`config.mk`:
```
export PLATFORM = sky130hd
export DESIGN_NAME = cpsm_clock_control
export DESIGN_NICKNAME = d
export VERILOG_FILES = /design/src/cpsm_clock_control.v
export VERILOG_INCLUDE_DIRS = /design/src
export SDC_FILE = /design/constraint.sdc
export NUM_CORES = 1
export LEC_CHECK = 0
export BUFFER_PORTS_ARGS = -buffer_cell sky130_fd_sc_hd__buf_2
export CORE_AREA = 3 3 165 167
export CTS_BUF_LIST = sky130_fd_sc_hd__clkbuf_4 sky130_fd_sc_hd__clkbuf_8 sky130_fd_sc_hd__clkbuf_16
export DETAILED_ROUTE_END_ITERATION = 6
export DIE_AREA = 0 0 168 170
export GPL_TIMING_DRIVEN = 0
export PLACE_DENSITY_LB_ADDON = 0.3
export SYNTH_ARGS = -nofsm -noshare
export SYNTH_HDL_FRONTEND = slang
export SYNTH_SLANG_ARGS = --single-unit
```
`constraint.sdc`:
```
create_clock -name clock_in -period 6 [get_ports clock_in]
set_clock_uncertainty 0.1 [all_clocks]
set_input_delay 0.3 -clock clock_in [delete_from_list [all_inputs] [get_ports clock_in]]
set_output_delay 0.3 -clock clock_in [all_outputs]
set_load 0.01 [all_outputs]
```
`src/cpsm_map.vh`:
```
`ifndef CPSM_MAP_VH
`define CPSM_MAP_VH
// Profile word layout (per profile)
`define CPSM_M_LSB        0
`define CPSM_M_W          5
`define CPSM_N_LSB        5
`define CPSM_N_W          5
`define CPSM_LF_LSB       10
`define CPSM_LF_W         4
`define CPSM_FBSKEW_LSB   14
`define CPSM_SKEW_W       4
`define CPSM_EXTFB_BIT    18
`define CPSM_PROF_BASE_W  19
// Output enable modes per bank
`define CPSM_OE_ALWAYS    2'h0
`define CPSM_OE_OFF       2'h1
`define CPSM_OE_X         2'h2
`define CPSM_OE_Y         2'h3
// Reset values
`define CPSM_DIV_RESET    6'h00
`define CPSM_PROF_RESET   2'h0
// Power-up internal reset length in cycles
`define CPSM_PWRUP_CYC    8'h10
// Lock: base count of settled cycles required, plus one more per cycle of reset held
`define CPSM_LOCK_BASE    16'h0040
`endif

```
`src/cpsm_clock_control.v`:
```
// Notes on behaviour
// - Coarse mode inserts a divide-by-two before all post-dividers.
// - Coarse unit skew step is twice the fine step, 390ps to 780ps.
// - Four profiles; two select inputs pick profile zero to three.
// - Each profile holds dividers, loop filter, skews and feedback choice.
// - Input, bank, feedback source, skew mode and signature are shared.
// - Power-up generates internal divider and start-up reset automatically.
// - External reset high clears all dividers and drops lock.
// - Relock time grows with how long reset was held.
// - Gate low holds gated outputs at level set by inversion.
// - Secondary enable high keeps assigned outputs high-impedance.
// - Internal feedback from a selected post-divider is an alternative.
// - Gating is synchronous to the internal clock source, chosen per bank.
// - Each driver: always on, off, on first or on second enable.
// - Global disable high forces every driver high-impedance.
`include "cpsm_map.vh"
module cpsm_clock_control #(
  parameter NBANK = 5,
  parameter DW    = 6
) (
  input  wire                          clock_in,
  input  wire                          resetn_in,
  input  wire                          osc_clock_in,
  input  wire                          profile_select_bit0,
  input  wire                          profile_select_bit1,
  input  wire                          ext_reset_in,
  input  wire                          sync_output_gate,
  input  wire                          secondary_enable_x_n,
  input  wire                          secondary_enable_y_n,
  input  wire                          global_output_disable,
  input  wire [4*`CPSM_PROF_BASE_W-1:0] prof_base_in,
  input  wire [4*NBANK*DW-1:0]         prof_vdiv_in,
  input  wire [4*NBANK*4-1:0]          prof_skew_in,
  input  wire                          coarse_mode_in,
  input  wire [2:0]                    fb_bank_sel_in,
  input  wire [NBANK-1:0]              bank_gated_in,
  input  wire [NBANK-1:0]              bank_invert_in,
  input  wire [2*NBANK-1:0]            bank_oe_mode_in,
  input  wire [31:0]                   user_signature_string,
  output reg  [1:0]                    active_profile_out,
  output reg  [`CPSM_PROF_BASE_W-1:0]  active_base_out,
  output reg  [NBANK*4-1:0]            unit_skew_delay,
  output reg                           fb_clock_out,
  output reg                           lock_out,
  output reg  [NBANK-1:0]              bank_clock_out,
  output reg  [NBANK-1:0]              bank_oe_out,
  output reg  [31:0]                   signature_out
);
  // Select, reset, gate, enable, disable and oscillator pins pass two flops before use; only the second stage feeds logic
  reg ps0_s1_q;
  reg ps1_s1_q;
  reg rst1_q;
  reg gate1_q;
  reg oex1_q;
  reg oey1_q;
  reg goe1_q;
  reg osc1_q;
  reg ps0_s2_q;
  reg ps1_s2_q;
  reg rst_s2_q;
  reg gate_s2_q;
  reg oex_s2_q;
  reg oey_s2_q;
  reg goe_s2_q;
  reg osc_s2_q;
  always @(posedge clock_in) begin
    ps0_s1_q <= profile_select_bit0;
    ps1_s1_q <= profile_select_bit1;
    rst1_q   <= ext_reset_in;
    gate1_q  <= sync_output_gate;
    oex1_q   <= secondary_enable_x_n;
    oey1_q   <= secondary_enable_y_n;
    goe1_q   <= global_output_disable;
    osc1_q   <= osc_clock_in;
    ps0_s2_q <= ps0_s1_q;
    ps1_s2_q <= ps1_s1_q;
    rst_s2_q <= rst1_q;
    gate_s2_q <= gate1_q;
    oex_s2_q <= oex1_q;
    oey_s2_q <= oey1_q;
    goe_s2_q <= goe1_q;
    osc_s2_q <= osc1_q;
  end

  // Power-up internal reset
  reg [7:0] pwr_cnt_q;
  wire      pwr_rst = (pwr_cnt_q != `CPSM_PWRUP_CYC);
  always @(posedge clock_in) begin
    if (!resetn_in) begin
      pwr_cnt_q <= 8'h00;
    end else if (pwr_rst) begin
      pwr_cnt_q <= pwr_cnt_q + 8'h01;
    end
  end
  wire div_rst = pwr_rst | rst_s2_q;

  // Profile latch: both bits switch in one edge
  reg [1:0] prof_q;
  always @(posedge clock_in) begin
    if (!resetn_in) begin
      prof_q <= `CPSM_PROF_RESET;
    end else begin
      prof_q <= {ps1_s2_q, ps0_s2_q};
    end
  end

  // Oscillator edge; coarse mode adds a divide-by-two stage
  reg  osc_d1_q, half_q;
  wire osc_rise = osc_s2_q & ~osc_d1_q;
  wire vco_tick = osc_rise & (~coarse_mode_in | half_q);
  always @(posedge clock_in) begin
    if (!resetn_in || div_rst) begin
      osc_d1_q <= 1'b0;
      half_q   <= 1'b0;
    end else begin
      osc_d1_q <= osc_s2_q;
      if (osc_rise) begin
        half_q <= ~half_q;
      end
    end
  end

  // Per-bank post-dividers, toggling outputs, gating and enables
  reg  [NBANK-1:0] div_clk_q;
  genvar b;
  generate
    for (b = 0; b < NBANK; b = b + 1) begin : g_bank
      reg  [DW-1:0] cnt_q;
      wire [DW-1:0] vset = prof_vdiv_in[(prof_q*NBANK+b)*DW +: DW];
      wire [DW-1:0] half = {1'b0, vset[DW-1:1]};
      wire          gate_en;
      wire [1:0]    mode = bank_oe_mode_in[2*b +: 2];
      always @(posedge clock_in) begin
        if (!resetn_in || div_rst) begin
          cnt_q        <= `CPSM_DIV_RESET;
          div_clk_q[b] <= 1'b0;
        end else if (vco_tick) begin
          if (cnt_q + 6'h01 >= (half == 6'h00 ? 6'h01 : half)) begin
            cnt_q        <= `CPSM_DIV_RESET;
            div_clk_q[b] <= ~div_clk_q[b];
          end else begin
            cnt_q <= cnt_q + 6'h01;
          end
        end
      end
      // Gate sampled only while divided clock is low, so no runt pulses
      reg gate_q;
      always @(posedge clock_in) begin
        if (!resetn_in) begin
          gate_q <= 1'b0;
        end else if (!div_clk_q[b]) begin
          gate_q <= gate_s2_q;
        end
      end
      assign gate_en = ~bank_gated_in[b] | gate_q;
      always @(posedge clock_in) begin
        if (!resetn_in) begin
          bank_clock_out[b] <= 1'b0;
          bank_oe_out[b]    <= 1'b0;
        end else begin
          bank_clock_out[b] <= (div_clk_q[b] & gate_en) ^ bank_invert_in[b];
          if (goe_s2_q) begin
            bank_oe_out[b] <= 1'b0;
          end else if (mode == `CPSM_OE_ALWAYS) begin
            bank_oe_out[b] <= 1'b1;
          end else if (mode == `CPSM_OE_OFF) begin
            bank_oe_out[b] <= 1'b0;
          end else if (mode == `CPSM_OE_X) begin
            bank_oe_out[b] <= ~oex_s2_q;
          end else begin
            bank_oe_out[b] <= ~oey_s2_q;
          end
        end
      end
    end
  endgenerate

  // Lock model: relock wait grows with reset duration
  reg [15:0] rst_len_q, lock_cnt_q;
  wire [2:0] fbi = (fb_bank_sel_in >= NBANK) ? 3'h0 : fb_bank_sel_in;
  always @(posedge clock_in) begin
    if (!resetn_in) begin
      rst_len_q  <= 16'h0000;
      lock_cnt_q <= 16'h0000;
      lock_out   <= 1'b0;
    end else if (div_rst || goe_s2_q) begin
      lock_out   <= 1'b0;
      lock_cnt_q <= 16'h0000;
      if (rst_len_q != 16'hffff) begin
        rst_len_q <= rst_len_q + 16'h0001;
      end
    end else if (lock_cnt_q >= rst_len_q + `CPSM_LOCK_BASE) begin
      lock_out  <= 1'b1;
      rst_len_q <= 16'h0000;
    end else begin
      lock_cnt_q <= lock_cnt_q + 16'h0001;
    end
  end

  // Profile-dependent and shared outputs
  always @(posedge clock_in) begin
    if (!resetn_in) begin
      active_profile_out <= 2'h0;
      active_base_out    <= {`CPSM_PROF_BASE_W{1'b0}};
      unit_skew_delay    <= {NBANK*4{1'b0}};
      fb_clock_out       <= 1'b0;
      signature_out      <= 32'h00000000;
    end else begin
      active_profile_out <= prof_q;
      active_base_out    <= prof_base_in[prof_q*`CPSM_PROF_BASE_W +: `CPSM_PROF_BASE_W];
      unit_skew_delay    <= prof_skew_in[prof_q*NBANK*4 +: NBANK*4];
      fb_clock_out       <= div_clk_q[fbi] & ~goe_s2_q;
      signature_out      <= user_signature_string;
    end
  end
endmodule

```
==> results of run 1 <==
==> per-stage QoR <==
step | instances | power [mW] | util (%) | hold WS [ns] | setup WS (ns)
6_report | 1702 | 2.82 | 48.7 | 0.0218 | 1.75
5_1_grt | 1702 | 2.94 | 48.7 | 0.0169 | 1.57
4_1_cts | 1699 | 2.85 | 48.7 | 0.00435 | 1.78
3_5_place_dp | 1632 | 1.73 | 45.1 | 0.212 | 1.82
3_3_place_gp | 1632 | 1.72 | 45.1 | 0.211 | 1.85
2_1_floorplan | 891 | 1.51 | - | 0.210 | 2.73
==> worst max-delay path, stage by stage (launching register included) <==
cell	delay, ns
dfxtp_1	0.32
clkbuf_1	0.59
clkbuf_1	0.50
mux4_2	0.43
a41o_1	0.24
ha_1	0.27
nand2b_1	0.14
a21o_1	0.18
a211o_1	0.29
a211oi_1	0.55
o21ai_0	0.36
a21oi_1	0.20
==> registers in the layout, indices dropped and copies added, names as in the netlist, 2 cells and up <==
signal and cells:
lock_cnt_q 16, prof_q 2, active_profile_out 2, bank_clock_out 5, rst_len_q 16, active_base_out 19, g_bank.gate_q 5, g_bank.cnt_q 30
signature_out 32, unit_skew_delay 20, div_clk_q 5, pwr_cnt_q 8, bank_oe_out 5
==> cell families (layout without fill, tap and decap cells) <==
family	count (synthesis)	count (layout)	share of synthesized area, %
xor gates and xnor gates	74	74	7.02
and+or+nand+nor	306	306	17.2
adders and majority gates	51	51	6.92
DFF	185	185	40.1
muxes	71	71	16.5
other	0	3	0
AOI/OAI and AO/OA	125	125	8.84
buffers and inverters	79	552	3.42
==> worst min-delay path by stage <==
stage	from	end	slack, ns	cells after the start
final	bank_invert_in[3]	bank_clock_out[3]$_SDFF_PN0_	0.02	3
after floorplan	gate1_q$_DFF_P_	gate_s2_q$_DFF_P_	0.21	0
after CTS	user_signature_string[9]	signature_out[9]$_SDFF_PN0_	0.004	2
after detailed placement	oey1_q$_DFF_P_	oey_s2_q$_DFF_P_	0.21	0
after global placement	oex1_q$_DFF_P_	oex_s2_q$_DFF_P_	0.21	0
after global routing	user_signature_string[9]	signature_out[9]$_SDFF_PN0_	0.02	2
==> Yosys cell counts (all sizes together) (12+ instances only) <==
library cell  count  area share, %
a21oi            30            1.6
xnor2            36            3.4
and2             78            5.3
inv              39            1.6
nor2             83            3.4
mux4             65             16
dfxtp           185             40
o21ai            36            2.1
xor2             38            3.6
and3             23            1.6
nand2            44            1.8
clkbuf           29            1.2
ha               51            6.9
nand3            30            1.6
a31oi            12           0.88
==> layout make-up <==
cell class | instances | area (um2)
antenna | 3 | 7.51
buffer | 40 | 169
clock buffer | 17 | 425
clock inverter | 15 | 153
fill | 2436 | 13300
inverter | 39 | 146
multi-input combinational | 627 | 5210
sequential | 185 | 3700
tap | 335 | 419
timing repair buffer | 441 | 2380
==> timing repair <==
action	4_1_cts	5_1_grt
hold buffers	35	0
endpoints found under the hold margin	35	0
buffers inserted	0	0
==> placed cells by master (no fill, tap or decap), drive strengths merged, types with 3 or more instances in the layout <==
cell,count
xor2,38
a211o,5
nand3,30
mux2i,6
ha,51
a211oi,8
nand2,44
nor2,83
a31oi,12
dlygate4sd3,35
o21ai,36
diode,3
a311oi,5
a21oi,30
a41o,6
nor3,5
mux4,65
and3,23
nor2b,3
clkinv,5
xnor2,36
nor4,4
and2,78
clkbuf,46
buf,417
nand2b,8
inv,47
nand4,11
o21a,9
a21o,5
dfxtp,185
or3,9
==> per-layer routing <==
metal | track usage (%) | share of wire, % | vias to the layer above
li1 | - | - | 4106
met1 | 29.0 | 42 | 4128
met2 | 37.2 | 50 | 285
met3 | 6.09 | 6.7 | 34
met4 | 5.91 | 1.4 | 2
met5 | 0 | 0.021 | -
==> power by group through the flow <==
stage               clock (mW)  sequential (mW)  combinational (mW)
global placement             0             1.32               0.403
finish                    1.10             1.29               0.426
floorplan                    0             1.34               0.174
CTS                       1.13             1.29               0.428
global route              1.18             1.30               0.460
detailed placement           0             1.32               0.408
==> results_dict.tcl, run 1 <==
set metrics [dict create \
    coreArea_um2 25900 \
    io_buffer_count 406 \
    clk_latency_ns 0.43 \
    hold_path.class "primary input to flip-flop" \
    avgSynthCellArea_um2 10.4 \
    syn-num-nets 1284 \
    grt_pass1_wl_um 48300 \
    clkSlewWorstSetupHoldPaths_ns 0.08 \
    io_pins 427 \
    p_int_mw 2.06 \
    fin_crit_sh_pct 70.8 \
    grt_max_degree 20 \
    rsz0062_at_grt "false" \
    r2r-start "prof_q[1]$_SDFF_PN0_" \
    reg2reg_to "g_bank[1].cnt_q[1]$_SDFFE_PP0P_" \
    period_needed_ns 4.25 \
    drc 0 \
    reg2reg_setup_slack_ns 1.75 \
    cts-buffers-inserted 17 \
    htreeDepth 4 \
    area_delta_synth_final_pct 36.7 \
    p_seq_share_pct 45.8 \
    grt_pass1_vias 8383 \
    switching_power_mw 0.761 \
    worst_slew_pin_slew_ns 0.803 \
    grt.total_usage_pct 22.4 \
    post_cts_resized 0 \
    dpl_cell_area_um2 11700 \
    synthesis.area_um2 9230 \
    cts_tree "built" \
    die_x_um 168 \
    cts_sinks 185 \
    endpoint_kind "flip-flop" \
    tns_ns 0 \
    ir_drop_uv 165 \
    routed_wl_um 33300 \
    num-nets-final 1744 \
    slew_violations 0 \
    ff2ff_path_depth 11 \
    p_per_area_nw_per_um2 224 \
    dpl.hpwl_um 27500 \
    status "finished clean" \
    ant_nets 0 \
    endpoint "g_bank[1].cnt_q[1]$_SDFFE_PP0P_" \
    worst-setup-path-type "flip-flop to flip-flop" \
    final_layout_size_suffix_gt1_share_pct 38.3 \
    post_synth_num_cell_types 51 \
    arrival_ns 4.51 \
    setup_violations 0 \
    cts-root-buf "clkbuf_16" \
    start_kind "flip-flop" \
    cts.path.max_buffers 2 \
    yosys_warnings 0 \
    crit_path_start "prof_q[1]$_SDFF_PN0_" \
    synth_edf_count 0 \
    via_count 8555 \
    slew_headroom_pct 46.4 \
    drt_pass1_iterations 4 \
    gp_congestion 0.947 \
    cp.required_ns 6.26 \
    dieArea_um2 28600 \
    via_per_inst 5.03 \
    rows 59 \
    synthArstFlopShare_pct 0 \
    combPwrFrac_pct 15.1 \
    ys_seq_elements 185 \
    grt_antenna_before_repair 6 \
    drtIter0Drc 578 \
    hold_viol_final 0 \
    p_leak_nw 5.73 \
    max_freq_mhz 235 \
    die_y_um 170 \
    initial_core_util_pct 35.6 \
    p_clk_share_pct 39.1 \
    wl_per_cell_um 19.6 \
    design_area_um2 12600 \
    critPathMaxFanout 10 \
    synth_cells 891 \
    p_sw_share_pct 27.0 \
    synth.yosys.seq_area_share_pct 40.1 \
    yosys_most_used_dff "dfxtp_1" \
    maxCapViolCount 0 \
    gr-total-overflow 0 \
]
(Power assumes the default switching activity.)
==> inputs of run 2 (changes only) <==
==> constraint.sdc (replaced) <==
create_clock -name clock_in -period 3.6 [get_ports clock_in]
set_clock_uncertainty 0.1 [all_clocks]
set_input_delay 0.18 -clock clock_in [delete_from_list [all_inputs] [get_ports clock_in]]
set_output_delay 0.18 -clock clock_in [all_outputs]
set_load 0.01 [all_outputs]
==> run 2 against run 1 <==
Wire length rose by 1.2%. Maximum frequency up 25%. Highest routed layer unchanged. Die area stayed put. Largest cell class unchanged. Setup slack got worse by 1.5 ns. Global-route usage grew 0.17 points.
==> results_dict.tcl, run 2 (synthesis results as in run 1) <==
set metrics [dict create \
    status "finished clean" \
    num-nets-final 1770 \
    critPathMaxFanout 10 \
    die_x_um 168 \
    die_y_um 170 \
    dp_slack_ns -0.581 \
    wl_per_cell_um 19.5 \
    cts.path.max_buffers 2 \
    area_delta_synth_final_pct 40.5 \
    cts_sinks 185 \
    r2r-start "prof_q[1]$_SDFF_PN0_" \
    grt.total_usage_pct 22.6 \
    grt_pass1_wl_um 48700 \
    p_seq_share_pct 45.5 \
    clkSlewWorstSetupHoldPaths_ns 0.08 \
    endpoint_kind "flip-flop" \
    dpl.hpwl_um 27500 \
    cts-buffers-inserted 17 \
    combPwrFrac_pct 15.6 \
    dieArea_um2 28600 \
    crit_path_start "prof_q[1]$_SDFF_PN0_" \
    hold_viol_final 0 \
    io_buffer_count 406 \
    p_int_mw 3.45 \
    drt_pass1_iterations 5 \
    ir_drop_uv 278 \
    rows 59 \
    clk_latency_ns 0.44 \
    gr-total-overflow 0 \
    htreeDepth 4 \
    final_layout_size_suffix_gt1_share_pct 39.1 \
    worstHoldStart "prof_skew_in[47]" \
    largest_reg_flops 32 \
    fin_crit_sh_pct 94.3 \
    rsz0062_at_grt "false" \
    p_per_area_nw_per_um2 365 \
    cts-root-buf "clkbuf_16" \
    via_per_inst 5.02 \
    worstHoldPathCells 3 \
    hold_path.class "primary input to flip-flop" \
    p_sw_share_pct 27.1 \
    fillerInstances 2401 \
    drtIter0Drc 480 \
    final_common_cell "buf_2" \
    worst-setup-path-type "flip-flop to flip-flop" \
    coreArea_um2 25900 \
    grt_antenna_before_repair 6 \
    top_register "signature_out" \
    maxCapViolCount 0 \
    cts_tree "built" \
    reg_top3 "signature_out x32, g_bank.cnt_q x30, unit_skew_delay x20" \
    period_needed_ns 3.39 \
    slew_headroom_pct 45.3 \
    grt_pass1_vias 8469 \
    layout_common_cells "buf_2, dfxtp_1, nor2_1" \
    ff2ff_path_depth 11 \
    gp_congestion 0.947 \
    initial_core_util_pct 35.6 \
    fin_util_pct 50.0 \
    ant_nets 0 \
    drc 0 \
    via_count 8675 \
    fin_ws_ns 0.206 \
    routed_wl_um 33700 \
    io_pins 427 \
    arrival_ns 3.66 \
    worst_slew_pin_slew_ns 0.820 \
    start_kind "flip-flop" \
    slew_violations 0 \
    switching_power_mw 1.28 \
    p_leak_nw 5.87 \
    max_freq_mhz 295 \
    setup_violations 0 \
    grt_max_degree 20 \
    p_clk_share_pct 38.9 \
    cp.required_ns 3.86 \
]
-- run 2: what timing repair did --
action | CTS | global route
hold buffers | 57 | 0
setup endpoints to repair | 54 | 56
endpoints found under the hold margin | 51 | 0
buffers inserted | 0 | 5
pin swaps | 0 | 5
gates resized for setup | 11 | 20
cloned | 0 | 0
-- run 2: stage by stage --
step | total power, mW | instances | setup TNS [ns] | hold slack, ns | instance area [um2]
6_report | 4.73 | 1729 | 0 | 0.0524 | 13000
3_3_place_gp | 2.87 | 1632 | -10.93 | 0.184 | 11700
2_1_floorplan | 2.52 | 891 | 0 | 0.108 | 9230
5_1_grt | 4.93 | 1728 | 0 | 0.0481 | 13000
4_1_cts | 4.78 | 1720 | 0 | 0.0324 | 12900
3_5_place_dp | 2.88 | 1632 | -12.56 | 0.184 | 11700
-- run 2: cell type report --
cell class,count,area (um2),share of cell area (%)
well taps,335,419,3.23
repair buffers,468,2640,20.4
plain buffers,39,180,1.39
diodes,4,10.0,0.0772
multi-input cells,627,5290,40.8
flip-flops and latches,185,3700,28.6
inverters,39,146,1.13
clock inverters,15,153,1.18
clock buffers,17,425,3.28
-- run 2: worst paths after layout --
path / slack [ns] / end
max: 0.21 / g_bank[0].cnt_q[1]$_SDFFE_PP0P_
min: 0.05 / unit_skew_delay[7]$_SDFF_PN0_
max reg2reg: 0.21 / g_bank[0].cnt_q[1]$_SDFFE_PP0P_
min reg2reg: 0.23 / ps0_s2_q$_DFF_P_
-- run 2: worst max-delay path, cell delays in order (launching register included) --
cell and delay, ns:
dfxtp_1 0.32, clkbuf_1 0.62, mux4_2 0.42, inv_1 0.11, a41o_1 0.19, ha_1 0.23, nand2b_1 0.14, a21o_1 0.18
a211o_1 0.31, a211oi_2 0.32, o21ai_1 0.21, a21oi_1 0.17
-- run 2: per-layer routing --
layer / up-vias / routed length [um] / track usage (%)
li1: 4157 / - / -
met1: 4199 / 14200 / 29.2
met2: 282 / 16900 / 37.9
met3: 35 / 2160 / 5.97
met4: 2 / 478 / 5.59
met5: - / 7 / 0
-- run 2: power by group through the flow --
stage          Clock (mW)  Combinational, mW  Sequential [mW]
2_1_floorplan           0              0.290             2.23
4_1_cts              1.89              0.736             2.15
5_1_grt              1.97              0.796             2.16
6_report             1.84              0.738             2.15
3_3_place_gp            0              0.672             2.20
3_5_place_dp            0              0.680             2.20
==> inputs of run 3 (changes only) <==
==> constraint.sdc (replaced) <==
create_clock -name clock_in -period 3.6 [get_ports clock_in]
set_clock_uncertainty 0.1 [all_clocks]
set_input_delay 0.72 -clock clock_in [delete_from_list [all_inputs] [get_ports clock_in]]
set_output_delay 0.72 -clock clock_in [all_outputs]
set_load 0.01 [all_outputs]
==> run 3 against run 2 <==
Core utilization shrank 2.2 points. Non-clock buffer count shrank 57. Register-to-register slack lost 0.02 ns. Sequential power is essentially flat. Setup slack lost 0.019 ns. Critical path depth is the same. Combinational power shrank 7.2%. Largest power group unchanged. Highest routed layer unchanged.
==> results_dict.tcl, run 3 (synthesis results as in run 1) <==
set metrics [dict create \
    cpPeakStageDelay_ns 0.62 \
    cpMaxStageDelayCell "clkbuf_1" \
    gr-total-overflow 0 \
    p_leak_nw 5.63 \
    initial_core_util_pct 35.6 \
    grt_antenna_before_repair 6 \
    cts_tree "built" \
    slew_headroom_pct 45.0 \
    die_x_um 168 \
    setup_violations 0 \
    cts.path.max_buffers 2 \
    htreeDepth 4 \
    crit_chain "clkbuf_1 -> mux4_2 -> inv_1 -> a41o_1 -> ha_1 -> nand2b_1 -> a21o_1 -> a211o_1 -> a211oi_2 -> o21ai_1 -> a21oi_1" \
    grt.total_usage_pct 22.2 \
    drc 0 \
    start_kind "flip-flop" \
    gp_congestion 0.947 \
    fillerInstances 2458 \
    period_needed_ns 3.41 \
    worst-setup-path-type "flip-flop to flip-flop" \
    ir_drop_uv 278 \
    drtIter0Drc 519 \
    status "finished clean" \
    wl_per_cell_um 19.8 \
    rsz0062_at_grt "false" \
    cts_hold_buf 0 \
    worst_slew_pin_slew_ns 0.825 \
    area_delta_synth_final_pct 34.4 \
    slew_violations 0 \
    rows 59 \
    max_freq_mhz 293 \
    cts_sinks 185 \
    clkSlewWorstSetupHoldPaths_ns 0.07 \
    cp_top_family "compound AO/OA/AOI/OAI gates" \
    dpl.hpwl_um 27500 \
    dieArea_um2 28600 \
    power_mw 4.68 \
    fin_crit_sh_pct 94.8 \
    largest_reg_flops 32 \
    multiInputGateArea_um2 5290 \
    critPathMaxFanout 10 \
    hold_path.class "flip-flop to flip-flop" \
    io_pins 427 \
    via_count 8428 \
    dpl_cell_area_um2 11700 \
    clk_latency_ns 0.43 \
    io_buffer_count 406 \
    coreArea_um2 25900 \
    fin_util_pct 47.9 \
    grt_pass1_wl_um 47700 \
    arrival_ns 3.67 \
    top_register "signature_out" \
    layout_common_cells "buf_2, dfxtp_1, nor2_1" \
    hold_viol_final 0 \
    maxCapViolCount 0 \
    via_per_inst 5.03 \
    cp.required_ns 3.86 \
    routed_wl_um 33200 \
    p_per_area_nw_per_um2 378 \
    ant_nets 0 \
    final_common_cell "buf_2" \
    cp_num_buf_inv 2 \
    cts-buffers-inserted 17 \
    design_area_um2 12400 \
    register_area_um2 3700 \
    reg_top3 "signature_out x32, g_bank.cnt_q x30, unit_skew_delay x20" \
    final_layout_size_suffix_gt1_share_pct 40.8 \
    endpoint_kind "flip-flop" \
    cts-root-buf "clkbuf_16" \
    tns_ns 0 \
    drt_pass1_iterations 4 \
    num-nets-final 1713 \
    grt_pass1_vias 8207 \
    grt_max_degree 20 \
    die_y_um 170 \
]
run 3: worst paths after layout:
path | from | end | slack (ns) | depth (start not counted)
setup / recovery | prof_q[1]$_SDFF_PN0_ | g_bank[0].cnt_q[1]$_SDFFE_PP0P_ | 0.19 | 11
hold / removal | ps0_s1_q$_DFF_P_ | ps0_s2_q$_DFF_P_ | 0.23 | 0
setup reg to reg | prof_q[1]$_SDFF_PN0_ | g_bank[0].cnt_q[1]$_SDFFE_PP0P_ | 0.19 | 11
hold reg to reg | ps0_s1_q$_DFF_P_ | ps0_s2_q$_DFF_P_ | 0.23 | 0
run 3: through the flow:
| stage | std cells | worst slack, ns | hold slack (ns) |
|---|---|---|---|
| after global routing | 1671 | 0.00673 | 0.233 |
| after global placement | 1632 | -0.549 | 0.211 |
| after CTS | 1663 | 0.00309 | 0.230 |
| after floorplan | 891 | 0.327 | 0.210 |
| final | 1674 | 0.187 | 0.227 |
| after detailed placement | 1632 | -0.581 | 0.212 |
run 3: metal layers:
metal,routed length [um],global-route usage (%)
met1,14000,28.8
met2,16500,36.9
met3,2220,6.06
met4,465,5.59
met5,7,0
run 3: worst register-to-register path: cells and delay by family (launching register included):
kind | cells | cell delay (ns)
flip-flops | 1 | 0.32
AND/OR/NAND/NOR | 1 | 0.14
multiplexers | 1 | 0.43
adder cells (fa/ha/maj) | 1 | 0.23
AO/OA/AOI/OAI | 6 | 1.40
buffers and inverters | 2 | 0.73
run 3: area by class of cell:
cell class,count,share of cell area [%]
flip-flops and latches,185,29.9
clock buffers,17,3.43
well taps,335,3.38
plain buffers,39,1.45
diodes,6,0.121
multi-input cells,627,42.6
inverters,39,1.18
repair buffers,411,16.7
clock inverters,15,1.23
run 3: where the power goes:
part	internal, mW	switching (mW)
sequential	2.12	0.0296
clock	0.927	0.919
combinational	0.361	0.325
run 3: timing repair:
action,in CTS,in global routing
pin swaps,0,5
cloned,0,0
setup buffers,0,5
setup endpoints to repair,54,56
resized for setup,11,20
